## src/core/fpi_pkg.sv

```systemverilog
// package for the front panel indicator logic: constants and carrier structs
package fpi_pkg;

  localparam int CLK_HZ = 40000000;
  localparam int BLINK_HALF_MS = 250;
  localparam int BLINK_HALF_CYC = CLK_HZ / 1000 * BLINK_HALF_MS;
  localparam int IDLE_MS = 30000;
  localparam int IDLE_CYC = CLK_HZ / 1000 * IDLE_MS;
  localparam int DWELL_MS = 2000;
  localparam int DWELL_CYC = CLK_HZ / 1000 * DWELL_MS;
  localparam int MAX_DEFAULT_MSGS = 30;
  localparam int NUM_GROUPS = 4;
  localparam int NUM_COND = 8;
  localparam int NUM_AUX = 5;

  localparam logic [31:0] WB_ADDR_CTRL = 32'h0000_0000;
  localparam logic [31:0] WB_ADDR_STATUS = 32'h0000_0004;
  localparam logic [31:0] WB_ADDR_LAMPS = 32'h0000_0008;
  localparam logic [31:0] WB_ADDR_DIAG = 32'h0000_000c;

  // control register fields
  localparam int CTRL_LAMP_TEST = 0;
  localparam int CTRL_RESET_CMD = 1;
  localparam int CTRL_SINGLE_CONTACT = 2;
  localparam int CTRL_CONTACT_IS_OPEN_SENSE = 3;
  localparam int CTRL_NUM_DEFAULT_LSB = 8;
  localparam int CTRL_NUM_DEFAULT_W = 5;
  localparam logic [31:0] CTRL_RESET_VAL = 32'h0000_0100;

  typedef enum logic [1:0] {
    FPI_DISP_DEFAULT = 2'b00,
    FPI_DISP_DIAG = 2'b01,
    FPI_DISP_SCROLL = 2'b10
  } fpi_disp_type;

  typedef struct packed {
    logic in_service;
    logic self_test;
    logic trip;
    logic alarm;
    logic pickup;
    logic [3:0] group;
    logic brk_open;
    logic brk_closed;
    logic rcl_enabled;
    logic rcl_disabled;
    logic rcl_progress;
    logic rcl_lockout;
    logic local_mode;
    logic message;
  } fpi_lamps_type;

  typedef struct packed {
    logic open_cmd;
    logic close_cmd;
  } fpi_brk_cmd_type;

endpackage

```

## src/core/fpi_blink.sv

```systemverilog
// shared blink timebase for all flashing lamps
`timescale 1ns/100ps
`default_nettype none
module fpi_blink #(
  parameter int HALF_CYC = fpi_pkg::BLINK_HALF_CYC
) (
  input wire logic clk,
  input wire logic reset,
  output logic phase
);
  typedef struct packed {
    logic [31:0] cnt;
    logic phase;
  } fpi_blink_st_type;

  fpi_blink_st_type st_r;
  fpi_blink_st_type st_nxt;

  always_comb begin
    st_nxt = st_r;
    if (st_r.cnt >= 32'(HALF_CYC - 1)) begin
      st_nxt.cnt = 32'h0000_0000;
      st_nxt.phase = ~st_r.phase;
    end else begin
      st_nxt.cnt = st_r.cnt + 32'h0000_0001;
    end
  end

  always_ff @(posedge clk or posedge reset) begin
    if (reset) begin
      st_r <= '0;
    end else begin
      st_r <= st_nxt;
    end
  end

  assign phase = st_r.phase;
endmodule
`default_nettype wire

```

## src/core/fpi_core.sv

```systemverilog
// front panel indicator logic with wishbone register slave
// Functional notes
// - in-service lamp lit when healthy
// - major failure: lamp off, outputs off, warning
// - trip lamp flashes on trip
// - trip lamp latched until reset after clear
// - unlatched alarm lamp flashes, self-clears
// - latched output relays hold until reset
// - latched alarm flashes, then steady until reset
// - pickup lamp follows pickup condition
// - group lamps flash edit, steady active
// - lamp test only without trip or alarm
// - two contacts give closed and open
// - both contacts open: both lamps off
// - single contact needs breaker connected input
// - reclose enabled lamp and its complement
// - in-progress lamp during dead times
// - lockout lamp held until reset
// - local lamp follows local input
// - local mode gates open/close sources
// - diagnostic overrides display, next steps
// - message lamp flashes while diagnostics active
// - unlatched alarm messages drop, latched alarm and trip messages held
// - idle scroll of default messages, overrides
`timescale 1ns/100ps
`default_nettype none
module fpi_core #(
  parameter int BLINK_HALF_CYC = fpi_pkg::BLINK_HALF_CYC,
  parameter int IDLE_CYC = fpi_pkg::IDLE_CYC,
  parameter int DWELL_CYC = fpi_pkg::DWELL_CYC,
  parameter int NUM_COND = fpi_pkg::NUM_COND
) (
  input wire logic clk,
  input wire logic reset,
  input wire logic [31:0] wb_adr_i,
  input wire logic [31:0] wb_dat_i,
  output logic [31:0] wb_dat_o,
  input wire logic [3:0] wb_sel_i,
  input wire logic wb_we_i,
  input wire logic wb_cyc_i,
  input wire logic wb_stb_i,
  output logic wb_ack_o,
  input wire logic major_fail,
  input wire logic minor_fail,
  input wire logic trip_cond,
  input wire logic [NUM_COND-1:0] alarm_cond,
  input wire logic [NUM_COND-1:0] alarm_latched_cfg,
  input wire logic pickup_cond,
  input wire logic [fpi_pkg::NUM_AUX-1:0] aux_request,
  input wire logic [fpi_pkg::NUM_AUX-1:0] aux_latched_cfg,
  input wire logic [1:0] active_group,
  input wire logic [1:0] edit_group,
  input wire logic edit_active,
  input wire logic breaker_closed_sense_contact,
  input wire logic breaker_open_sense_contact,
  input wire logic breaker_connected_in,
  input wire logic rcl_function_on,
  input wire logic rcl_block_in,
  input wire logic rcl_dead_time,
  input wire logic rcl_final_lockout,
  input wire logic local_in,
  input wire logic reset_key,
  input wire logic next_key,
  input wire logic other_key,
  input wire logic open_key,
  input wire logic close_key,
  input wire fpi_pkg::fpi_brk_cmd_type remote_cmd,
  input wire fpi_pkg::fpi_brk_cmd_type comms_cmd,
  output fpi_pkg::fpi_lamps_type lamps,
  output fpi_pkg::fpi_brk_cmd_type brk_cmd,
  output logic trip_relay,
  output logic [fpi_pkg::NUM_AUX-1:0] aux_relay,
  output logic self_test_relay,
  output logic [1:0] disp_mode,
  output logic [4:0] disp_default_idx,
  output logic [3:0] disp_diag_idx
);
  typedef struct packed {
    logic [31:0] ctrl;
    logic ack;
    logic [31:0] dat;
    logic trip_latch;
    logic [NUM_COND-1:0] alarm_latch;
    logic [fpi_pkg::NUM_AUX-1:0] aux_latch;
    logic lockout;
    logic [NUM_COND:0] diag_q;
    fpi_pkg::fpi_disp_type disp;
    fpi_pkg::fpi_disp_type pre_scroll;
    logic [3:0] diag_idx;
    logic [4:0] dflt_idx;
    logic [4:0] saved_idx;
    logic [31:0] idle_cnt;
    logic [31:0] dwell_cnt;
    logic prev_active;
    fpi_pkg::fpi_lamps_type lamps;
    fpi_pkg::fpi_brk_cmd_type cmd;
    logic trip_out;
    logic [fpi_pkg::NUM_AUX-1:0] aux_out;
    logic st_relay;
  } fpi_core_st_type;

  fpi_core_st_type st_r;
  fpi_core_st_type st_nxt;
  logic blink;
  logic healthy;
  logic any_alarm;
  logic any_trip_alarm;
  logic clr;
  logic lamp_test;
  logic any_key;
  logic wb_req;
  logic [NUM_COND:0] diag_now;
  logic [4:0] num_dflt;
  logic [fpi_pkg::NUM_AUX-1:0] aux_now;

  // single timebase so every flashing lamp toggles in phase
  fpi_blink #(
    .HALF_CYC(BLINK_HALF_CYC)
  ) u_blink (
    .clk(clk),
    .reset(reset),
    .phase(blink)
  );

  always_comb begin
    healthy = ~major_fail;
    any_alarm = |alarm_cond;
    clr = reset_key | st_r.ctrl[fpi_pkg::CTRL_RESET_CMD];
    any_trip_alarm = st_r.trip_latch | any_alarm | trip_cond;
    lamp_test = st_r.ctrl[fpi_pkg::CTRL_LAMP_TEST] & ~any_trip_alarm;
    any_key = next_key | other_key | open_key | close_key | reset_key;
    wb_req = wb_cyc_i & wb_stb_i & ~st_r.ack;
    diag_now = {st_r.trip_latch | trip_cond, alarm_cond | st_r.alarm_latch};
    num_dflt = st_r.ctrl[fpi_pkg::CTRL_NUM_DEFAULT_LSB +: fpi_pkg::CTRL_NUM_DEFAULT_W];
    if (num_dflt > 5'(fpi_pkg::MAX_DEFAULT_MSGS)) begin
      num_dflt = 5'(fpi_pkg::MAX_DEFAULT_MSGS);
    end
    aux_now = aux_request | st_r.aux_latch;
  end

  always_comb begin
    st_nxt = st_r;
    // wishbone slave, one wait state, write-one reset bit self-clears
    st_nxt.ack = wb_req;
    st_nxt.ctrl[fpi_pkg::CTRL_RESET_CMD] = 1'b0;
    if (wb_req && wb_we_i && wb_adr_i == fpi_pkg::WB_ADDR_CTRL) begin
      for (int b = 0; b < 4; b++) begin
        if (wb_sel_i[b]) begin
          st_nxt.ctrl[b*8 +: 8] = wb_dat_i[b*8 +: 8];
        end
      end
    end
    if (wb_req && !wb_we_i) begin
      case (wb_adr_i)
        fpi_pkg::WB_ADDR_CTRL: st_nxt.dat = st_r.ctrl;
        fpi_pkg::WB_ADDR_STATUS: st_nxt.dat = {24'h00_0000, st_r.diag_q[NUM_COND],
          st_r.lockout, 1'b0, st_r.disp, st_r.trip_out, st_r.st_relay, st_r.trip_latch};
        fpi_pkg::WB_ADDR_LAMPS: st_nxt.dat = 32'(st_r.lamps);
        fpi_pkg::WB_ADDR_DIAG: st_nxt.dat = 32'(st_r.diag_q);
        default: st_nxt.dat = 32'h0000_0000;
      endcase
    end

    // trip latch: set wins over reset, reset only after fault gone
    if (trip_cond) begin
      st_nxt.trip_latch = 1'b1;
    end else if (clr) begin
      st_nxt.trip_latch = 1'b0;
    end
    for (int i = 0; i < NUM_COND; i++) begin
      if (alarm_cond[i] && alarm_latched_cfg[i]) begin
        st_nxt.alarm_latch[i] = 1'b1;
      end else if (clr) begin
        st_nxt.alarm_latch[i] = 1'b0;
      end
    end
    for (int i = 0; i < fpi_pkg::NUM_AUX; i++) begin
      if (aux_request[i] && aux_latched_cfg[i]) begin
        st_nxt.aux_latch[i] = 1'b1;
      end else if (clr) begin
        st_nxt.aux_latch[i] = 1'b0;
      end
    end
    if (rcl_final_lockout) begin
      st_nxt.lockout = 1'b1;
    end else if (clr) begin
      st_nxt.lockout = 1'b0;
    end

    // alarm entries follow condition or alarm latch, trip entry held by its latch
    st_nxt.diag_q = diag_now;

    // relay outputs; a major failure drops them all
    st_nxt.trip_out = healthy & trip_cond;
    st_nxt.aux_out = healthy ? aux_now : '0;
    st_nxt.st_relay = ~(major_fail | minor_fail);

    // breaker commands: local accepts keys only, remote and comms otherwise
    st_nxt.cmd = '0;
    if (healthy) begin
      if (local_in) begin
        st_nxt.cmd.open_cmd = open_key;
        st_nxt.cmd.close_cmd = close_key;
      end else begin
        st_nxt.cmd = remote_cmd | comms_cmd;
      end
    end

    // display arbitration
    st_nxt.prev_active = |diag_now;
    if (any_key) begin
      st_nxt.idle_cnt = 32'h0000_0000;
    end else if (st_r.idle_cnt < 32'(IDLE_CYC)) begin
      st_nxt.idle_cnt = st_r.idle_cnt + 32'h0000_0001;
    end
    case (st_r.disp)
      fpi_pkg::FPI_DISP_DEFAULT: begin
        if (|diag_now && !st_r.prev_active) begin
          st_nxt.disp = fpi_pkg::FPI_DISP_DIAG;
          st_nxt.diag_idx = 4'h0;
        end else if (next_key && |diag_now) begin
          st_nxt.disp = fpi_pkg::FPI_DISP_DIAG;
          st_nxt.diag_idx = 4'h0;
        end else if (st_r.idle_cnt >= 32'(IDLE_CYC) && num_dflt != 5'h00) begin
          st_nxt.disp = fpi_pkg::FPI_DISP_SCROLL;
          st_nxt.pre_scroll = fpi_pkg::FPI_DISP_DEFAULT;
          st_nxt.saved_idx = st_r.dflt_idx;
          st_nxt.dwell_cnt = 32'h0000_0000;
        end
      end
      fpi_pkg::FPI_DISP_DIAG: begin
        if (!(|diag_now)) begin
          st_nxt.disp = fpi_pkg::FPI_DISP_DEFAULT;
        end else if (next_key) begin
          if (st_r.diag_idx >= 4'(NUM_COND)) begin
            st_nxt.diag_idx = 4'h0;
          end else begin
            st_nxt.diag_idx = st_r.diag_idx + 4'h1;
          end
        end else if (other_key) begin
          st_nxt.disp = fpi_pkg::FPI_DISP_DEFAULT;
        end
      end
      fpi_pkg::FPI_DISP_SCROLL: begin
        if (|diag_now && !st_r.prev_active) begin
          st_nxt.disp = fpi_pkg::FPI_DISP_DIAG;
          st_nxt.diag_idx = 4'h0;
        end else if (any_key) begin
          st_nxt.disp = st_r.pre_scroll;
          st_nxt.dflt_idx = st_r.saved_idx;
        end else if (st_r.dwell_cnt >= 32'(DWELL_CYC - 1)) begin
          st_nxt.dwell_cnt = 32'h0000_0000;
          st_nxt.dflt_idx = (st_r.dflt_idx + 5'h01 >= num_dflt) ? 5'h00
            : st_r.dflt_idx + 5'h01;
        end else begin
          st_nxt.dwell_cnt = st_r.dwell_cnt + 32'h0000_0001;
        end
      end
      default: st_nxt.disp = fpi_pkg::FPI_DISP_DEFAULT;
    endcase

    // lamps
    st_nxt.lamps.in_service = healthy;
    st_nxt.lamps.self_test = major_fail | minor_fail;
    st_nxt.lamps.trip = trip_cond ? blink : st_r.trip_latch;
    st_nxt.lamps.alarm = any_alarm ? blink : |st_r.alarm_latch;
    st_nxt.lamps.pickup = pickup_cond;
    for (int g = 0; g < fpi_pkg::NUM_GROUPS; g++) begin
      if (edit_active && edit_group == 2'(g)) begin
        st_nxt.lamps.group[g] = blink;
      end else begin
        st_nxt.lamps.group[g] = active_group == 2'(g);
      end
    end
    if (st_r.ctrl[fpi_pkg::CTRL_SINGLE_CONTACT]) begin
      // one contact cannot tell open from racked out
      if (!breaker_connected_in) begin
        st_nxt.lamps.brk_open = 1'b0;
        st_nxt.lamps.brk_closed = 1'b0;
      end else if (st_r.ctrl[fpi_pkg::CTRL_CONTACT_IS_OPEN_SENSE]) begin
        st_nxt.lamps.brk_open = breaker_open_sense_contact;
        st_nxt.lamps.brk_closed = ~breaker_open_sense_contact;
      end else begin
        st_nxt.lamps.brk_open = ~breaker_closed_sense_contact;
        st_nxt.lamps.brk_closed = breaker_closed_sense_contact;
      end
    end else begin
      st_nxt.lamps.brk_closed = breaker_closed_sense_contact;
      st_nxt.lamps.brk_open = breaker_open_sense_contact;
    end
    st_nxt.lamps.rcl_enabled = rcl_function_on & ~rcl_block_in;
    st_nxt.lamps.rcl_disabled = ~(rcl_function_on & ~rcl_block_in);
    st_nxt.lamps.rcl_progress = rcl_dead_time;
    st_nxt.lamps.rcl_lockout = rcl_final_lockout | st_r.lockout;
    st_nxt.lamps.local_mode = local_in;
    st_nxt.lamps.message = (|diag_now) & blink;
    if (lamp_test) begin
      st_nxt.lamps = '1;
    end
  end

  always_ff @(posedge clk or posedge reset) begin
    if (reset) begin
      st_r <= '0;
      st_r.ctrl <= fpi_pkg::CTRL_RESET_VAL;
      st_r.st_relay <= 1'b1;
    end else begin
      st_r <= st_nxt;
    end
  end

  assign wb_ack_o = st_r.ack;
  assign wb_dat_o = st_r.dat;
  assign lamps = st_r.lamps;
  assign brk_cmd = st_r.cmd;
  assign trip_relay = st_r.trip_out;
  assign aux_relay = st_r.aux_out;
  assign self_test_relay = st_r.st_relay;
  assign disp_mode = st_r.disp;
  assign disp_default_idx = st_r.dflt_idx;
  assign disp_diag_idx = st_r.diag_idx;

  // assertions
  a_fail_kills_out: assert property (@(posedge clk) disable iff (reset)
    major_fail |=> !trip_relay && aux_relay == '0 && !lamps.in_service)
    else $error("outputs live during major failure");
  a_trip_latch_hold: assert property (@(posedge clk) disable iff (reset)
    trip_cond ##1 (!trip_cond && !clr) |=> st_r.trip_latch)
    else $error("trip latch lost without reset");
  a_alarm_unlatched: assert property (@(posedge clk) disable iff (reset)
    (alarm_cond == '0 && st_r.alarm_latch == '0 && !lamp_test) |=> !lamps.alarm)
    else $error("alarm lamp on with no alarm");
  a_aux_latched: assert property (@(posedge clk) disable iff (reset)
    (aux_request[0] && aux_latched_cfg[0] && !major_fail) ##1 (!clr && !major_fail)
    |=> aux_relay[0])
    else $error("latched aux relay dropped");
  a_pickup_follow: assert property (@(posedge clk) disable iff (reset)
    (!lamp_test) |=> lamps.pickup == $past(pickup_cond))
    else $error("pickup lamp wrong");
  a_lamp_test_gate: assert property (@(posedge clk) disable iff (reset)
    (trip_cond || alarm_cond != '0) |=> !(lamps.rcl_enabled && lamps.rcl_disabled))
    else $error("lamp test during trip");
  a_rcl_compl: assert property (@(posedge clk) disable iff (reset)
    !lamp_test |=> lamps.rcl_enabled != lamps.rcl_disabled)
    else $error("reclose lamps not complementary");
  a_local_gate: assert property (@(posedge clk) disable iff (reset)
    (local_in && !open_key) |=> !brk_cmd.open_cmd)
    else $error("remote open accepted in local mode");
  a_msg_flash: assert property (@(posedge clk) disable iff (reset)
    (diag_now == '0 && !lamp_test) |=> !lamps.message)
    else $error("message lamp without diagnostics");
  a_ack_single: assert property (@(posedge clk) disable iff (reset)
    wb_ack_o |=> !wb_ack_o)
    else $error("ack held two cycles");
endmodule
`default_nettype wire

```

## config.mk

```make
export PLATFORM = sky130hd
export DESIGN_NAME = fpi_core
export DESIGN_NICKNAME = d
export VERILOG_FILES = /design/src/core/fpi_pkg.sv /design/src/core/fpi_blink.sv /design/src/core/fpi_core.sv
export SDC_FILE = /design/constraint.sdc
export NUM_CORES = 1
export LEC_CHECK = 0
export ABC_AREA = 1
export BUFFER_PORTS_ARGS = -buffer_cell sky130_fd_sc_hd__buf_2
export CAP_MARGIN = 10
export CORE_MARGIN = 2
export CORE_UTILIZATION = 50
export CTS_CLUSTER_SIZE = 24
export DETAILED_ROUTE_END_ITERATION = 10
export GPL_TIMING_DRIVEN = 0
export PLACE_DENSITY = 0.82
export RECOVER_POWER = 50
export SLEW_MARGIN = 0
export SYNTH_ARGS = -nofsm -noshare
export SYNTH_HDL_FRONTEND = slang
export SYNTH_SLANG_ARGS = --single-unit
```

## constraint.sdc

```tcl
create_clock -name clk -period 8.75 [get_ports clk]
set_input_delay 0.4375 -clock clk [delete_from_list [all_inputs] [get_ports clk]]
set_output_delay 0.4375 -clock clk [all_outputs]
set_load 0.005 [all_outputs]
```

# Word level (Yosys, flattened, before mapping)
# Cells that the tools add are included.
# word_totals
register_bits	229
input_bits	125
out_inout_bits	70
wordCells	240
# classes
addsub	5
order_cmp	7
eq_ne	24
n_mux	62
bitwise	30
n_reduce_logical	61
# op_table
operator	n
two-way mux 32 bit	9
case mux 32 bit (4 select lines)	1
adder 32 x 1 -> 32 bit (second input constant)	3
equality test 32 x 4 -> 1 bit (second input constant)	2
case mux 32 bit (2 select lines)	1
nonzero test 2 bit	18
equality test 32 x 3 -> 1 bit (second input constant)	1
>= comparator 32 x 24 -> 1 bit (second input constant)	1
>= comparator 32 x 27 -> 1 bit (second input constant)	1
>= comparator 32 x 31 -> 1 bit (second input constant)	1
logical NOT 32 bit	1
< comparator 32 x 31 -> 1 bit (second input constant)	1
two-way mux 2 bit	14
two-way mux 4 bit	7
two-way mux 5 bit	5
logical AND 1 bit	23
two-way mux 1 bit	22
two-way mux 17 bit	1
inequality test 2 bit (second input constant)	8
OR reduction 8 bit	2
inequality test 3 bit (second input constant)	4
case mux 4 bit (3 select lines)	1
inverter 1 bit	11
equality test 2 bit (second input constant)	5
other kinds (23)	46

# Logic depth before layout (Yosys ltp)
# depth
depth_word	8
mapped_depth	13
depth_no_buf	12

# By module
# A second synthesis with hierarchy kept.
# hier_totals
hier_cells	1703
area_unflattened_um2	12630.9
# by_module_without_submodules
mod	instances	cells_each	area_per_inst_um2
fpi_core	1	1495	10852.9
fpi_blink	1	208	1778.0

# Worst setup path after synthesis
# OpenSTA, ideal clock, no wires.
# synth_timing
path_kind	register to register
start	register st_r (netlist bit disp_default_idx[0])
end	register st_r (netlist bit disp_default_idx[1])
setup_ps	83
arrival_time_ps	1859
path_slack_ps	6808
path_stages_with_launch	11
path_buffers	0
path_cell_list	dfrtp_1 > ha_1 > nand3_1 > xor2_1 > ha_1 > a21oi_1 > o21ai_0 > nor2_1 > nand2_1 > o21a_1 > o21ai_0
# synth_via
elab_chain_cells	5
# synth_lines
item	line_no	source
start, declared	fpi_core.sv:102	fpi_core_st_type st_r;
start signal, assigned	fpi_core.sv:308	st_r <= st_nxt;
adder 5 x 1 -> 5 bit *	fpi_core.sv:253, fpi_core.sv:254	
>= comparator 5 bit	fpi_core.sv:253	st_nxt.dflt_idx = (st_r.dflt_idx + 5'h01 >= num_dflt) ? 5'h00
two-way mux 5 bit *	fpi_core.sv:253	
two-way mux 5 bit *	fpi_core.sv:251	end else if (st_r.dwell_cnt >= 32'(DWELL_CYC - 1)) begin
two-way mux 5 bit *	fpi_core.sv:248	end else if (any_key) begin
# Mark *: on every way between the ends. The rest lies on a longest branch, timed or not. The select of a mux whose other input is x is not followed.
# A chain may end at the register's enable or synchronous reset.

==> impl_metrics.py <==
metrics = {
    "synthesis": {
        "ys_ff_latch": 229,
        "syn_area_mm2": 0.0125,
        "synth_ff_type": "dfrtp_1",
        "synthTopCellsByArea": "dfrtp_1 (46%), nand2_1 (15%), nor2_1 (6.2%)",
        "synth_top_family_by_area": "simple AND/OR/NAND/NOR gates",
        "yosys.area.top_type": "dfrtp_1",
        "synthMuxAreaShare_pct": 0,
        "netlist.area_leader.share_pct": 45.6,
        "synth-edff-count": 0,
        "yosys.area_share.simple_pct": 32.8,
        "synth.avg_cell_area_um2": 7.50,
        "ys_async_sr_fraction_pct": 100,
        "synth_fa_ha_area_share_pct": 1.20,
        "synth_cell_type_count": 46,
        "ys_seq_area_share_pct": 46.0,
        "synth_warnings": 0,
        "syn_inst": 1663,
        "synth-compound-area-share_pct": 6.70,
        "synth_xor_xnor_area_share_pct": 2.32,
    },
    "critical_path": {
        "end_kind": "async pin",
        "critPathMaxStageDelay_ns": 2.57,
        "start_kind": "input pin",
        "cp.arrival_ns": 3.27,
        "path_buf_inv": 2,
        "path_class": "input pin to async pin",
        "slowest_stage": "clkinvlp_2",
        "crit_chain": "buf_2, clkinvlp_2",
        "crit_required_ns": 8.52,
        "cp_top_family": "buffers and inverters",
        "worst-path-max-fanout": 104,
    },
    "outcome": {
        "violations": "capacitance limit, slew limit",
        "status": "complete, but fails checks",
    },
    "grt": {
        "grt-ovfl-total": 0,
        "grt_pass1_vias": 11273,
        "grt_usage_pct": 25.9,
        "antenna_found_initial": 2,
        "grt_pass1_wl_um": 55400,
        "grt_max_degree": 127,
    },
    "power_and_ir_drop": {
        "power_density_mw_per_mm2": 163,
        "pwr-share-seq_pct": 45.6,
        "intPower_w": 0.00188,
        "pwr-share-comb_pct": 6.0,
        "leakage_nw": 7.37,
        "vdd_drop_max_v": 0.000172,
        "clkPwrFrac_pct": 48.5,
        "switchingPower_w": 0.000541,
        "switching_share_pct": 22.4,
        "power_w": 0.00242,
    },
    "die": {
        "die_area_mm2": 0.0262,
        "die_w_um": 162,
        "die_y_um": 162,
        "coreArea_mm2": 0.0244,
        "num_io_pins": 195,
        "rows": 57,
        "floorplan.initialDensity_pct": 51.1,
    },
    "sta": {
        "period_minus_slack_ns": 3.51,
        "report.final.slew_viol_count": 104,
        "rsz0062_at_grt": "no",
        "finClkSkew_ns": 0.0285,
        "fmax_mhz": 285,
        "timing.final.hold_violations": 0,
        "maxSlewHeadroom_pct": -215,
        "min_period_over_period_pct": 40.1,
        "tns_ns": 0,
        "worst_pin_slew_ns": 4.72,
        "finalSetupViolCount": 0,
    },
    "drt": {
        "drc_errors": 0,
        "wire_per_inst_um": 15.0,
        "antenna_left": 0,
        "drt_iter0_drc": 895,
        "drt-total-wl_um": 33600,
        "vias": 11652,
        "avgViaCountPerCell": 5.21,
        "dr.pass1.iters": 6,
    },
    "cts": {
        "ctsResizeCount": 0,
        "cts_setup_buffers": 0,
        "hold_buffers": 0,
        "clkSlewWorstSetupHoldPaths_ns": 0.06,
        "root_buffer": "clkbuf_16",
        "clk_latency_ns": 0.53,
        "ctsLongestPathBuffers": 3,
        "cts_tree": "built",
        "numCtsBuffers": 25,
        "cts_num_sinks": 229,
        "htreeDepth": 1,
    },
    "cells_and_area": {
        "mostFrequentLayoutCell": "nand2_1",
        "nets": 2028,
        "final_cells": 2236,
        "final_cell_mix": "nand2_1 (486), dfrtp_1 (227), nor2_1 (208)",
        "fillCellCount": 2212,
        "drive_gt1_share_pct": 18.3,
        "area_delta_synth_final_pct": 18.7,
    },
    "job": {
        "maxCapViolations": 1,
    },
    "placed_design": {
        "place_hpwl_um": 25000,
        "portBuffers": 193,
        "placed_cells": 2188,
        "gp_congestion": 0.911,
    },
    "worst_hold_path": {
        "min-delay-path-class": "input pin to register",
    },
}
per-stage QoR:
step	setup slack (ns)	utilization [%]	hold WS (ns)	area [um^2]
3_3_place_gp	-0.466	56.8	0.423	13900
3_5_place_dp	6.34	57.0	0.427	13900
5_1_grt	4.45	60.7	0.0224	14800
2_1_floorplan	2.04	-	0.432	12500
6_report	5.24	60.7	0.0289	14800
4_1_cts	6.34	60.7	0.00803	14800
worst paths after layout:
path | start | to | slack, ns | cells after the start
setup / recovery | reset | wb_dat_o[21] | 5.24 | 2
hold / removal | minor_fail | self_test_relay | 0.03 | 2
setup reg to reg | st_r[27] | st_r[32] | 6.32 | 13
hold reg to reg | wb_ack_o | wb_ack_o | 0.44 | 1
max in group clk | st_r[27] | st_r[32] | 6.32 | 13
min in group asynchronous | reset | disp_diag_idx[2] | 1.34 | 2
per-layer routing:
metal	up-vias	GRT usage [%]	routed length, um
li1	5685	-	-
met1	5485	35.1	14400
met2	382	42.3	15800
met3	100	3.06	1910
met4	0	11.1	1490
met5	-	0	0
synth_stat cells (8+ instances only):
cell type / number
xnor2_1: 11
o21ai_0: 93
a21oi_1: 23
a21o_1: 9
o21ai_1: 8
ha_1: 12
nand3_1: 128
buf_2: 11
nand4_1: 34
xor2_1: 22
nor2_1: 207
dfrtp_1: 227
inv_1: 174
nor3_1: 59
buf_4: 69
or2_2: 8
clkbuf_1: 21
nand2_1: 486
state kept, by name, summed over array words and instances (netlist names):
register	count
disp_diag_idx	4
wb_dat_o	32
u_blink.phase	1
lamps	17
aux_relay	5
wb_ack_o	1
self_test_relay	1
st_r	126
brk_cmd	2
disp_default_idx	5
disp_mode	2
u_blink.st_r	32
trip_relay	1
kinds of logic after synthesis:
family                     after synthesis
AOI/OAI and AO/OA                      152
xor gates and xnor gates                33
adders and majority gates               12
buffers and inverters                  284
DFF                                    229
other                                    1
and+or+nand+nor                        952
power groups by stage:
stage	Combinational (W)	Clock [W]	Sequential, W
after global routing	0.000164	0.00123	0.00110
after CTS	0.000146	0.00119	0.00110
after global placement	0.000140	0	0.00112
final	0.000144	0.00117	0.00110
after detailed placement	0.000146	0	0.00112
after floorplan	0.0000787	0	0.00111
cell type report:
class | instances | area (um^2) | area share, %
timing repair buffer | 194 | 993 | 6.71
antenna | 2 | 5.00 | 0.0338
clock buffer | 33 | 686 | 4.63
tap | 324 | 405 | 2.74
buffer | 106 | 701 | 4.73
multi-input combinational | 1157 | 5380 | 36.3
inverter | 178 | 672 | 4.54
sequential | 229 | 5730 | 38.7
clock inverter | 13 | 224 | 1.51
Note: power is estimated with default switching activity, not from simulation.
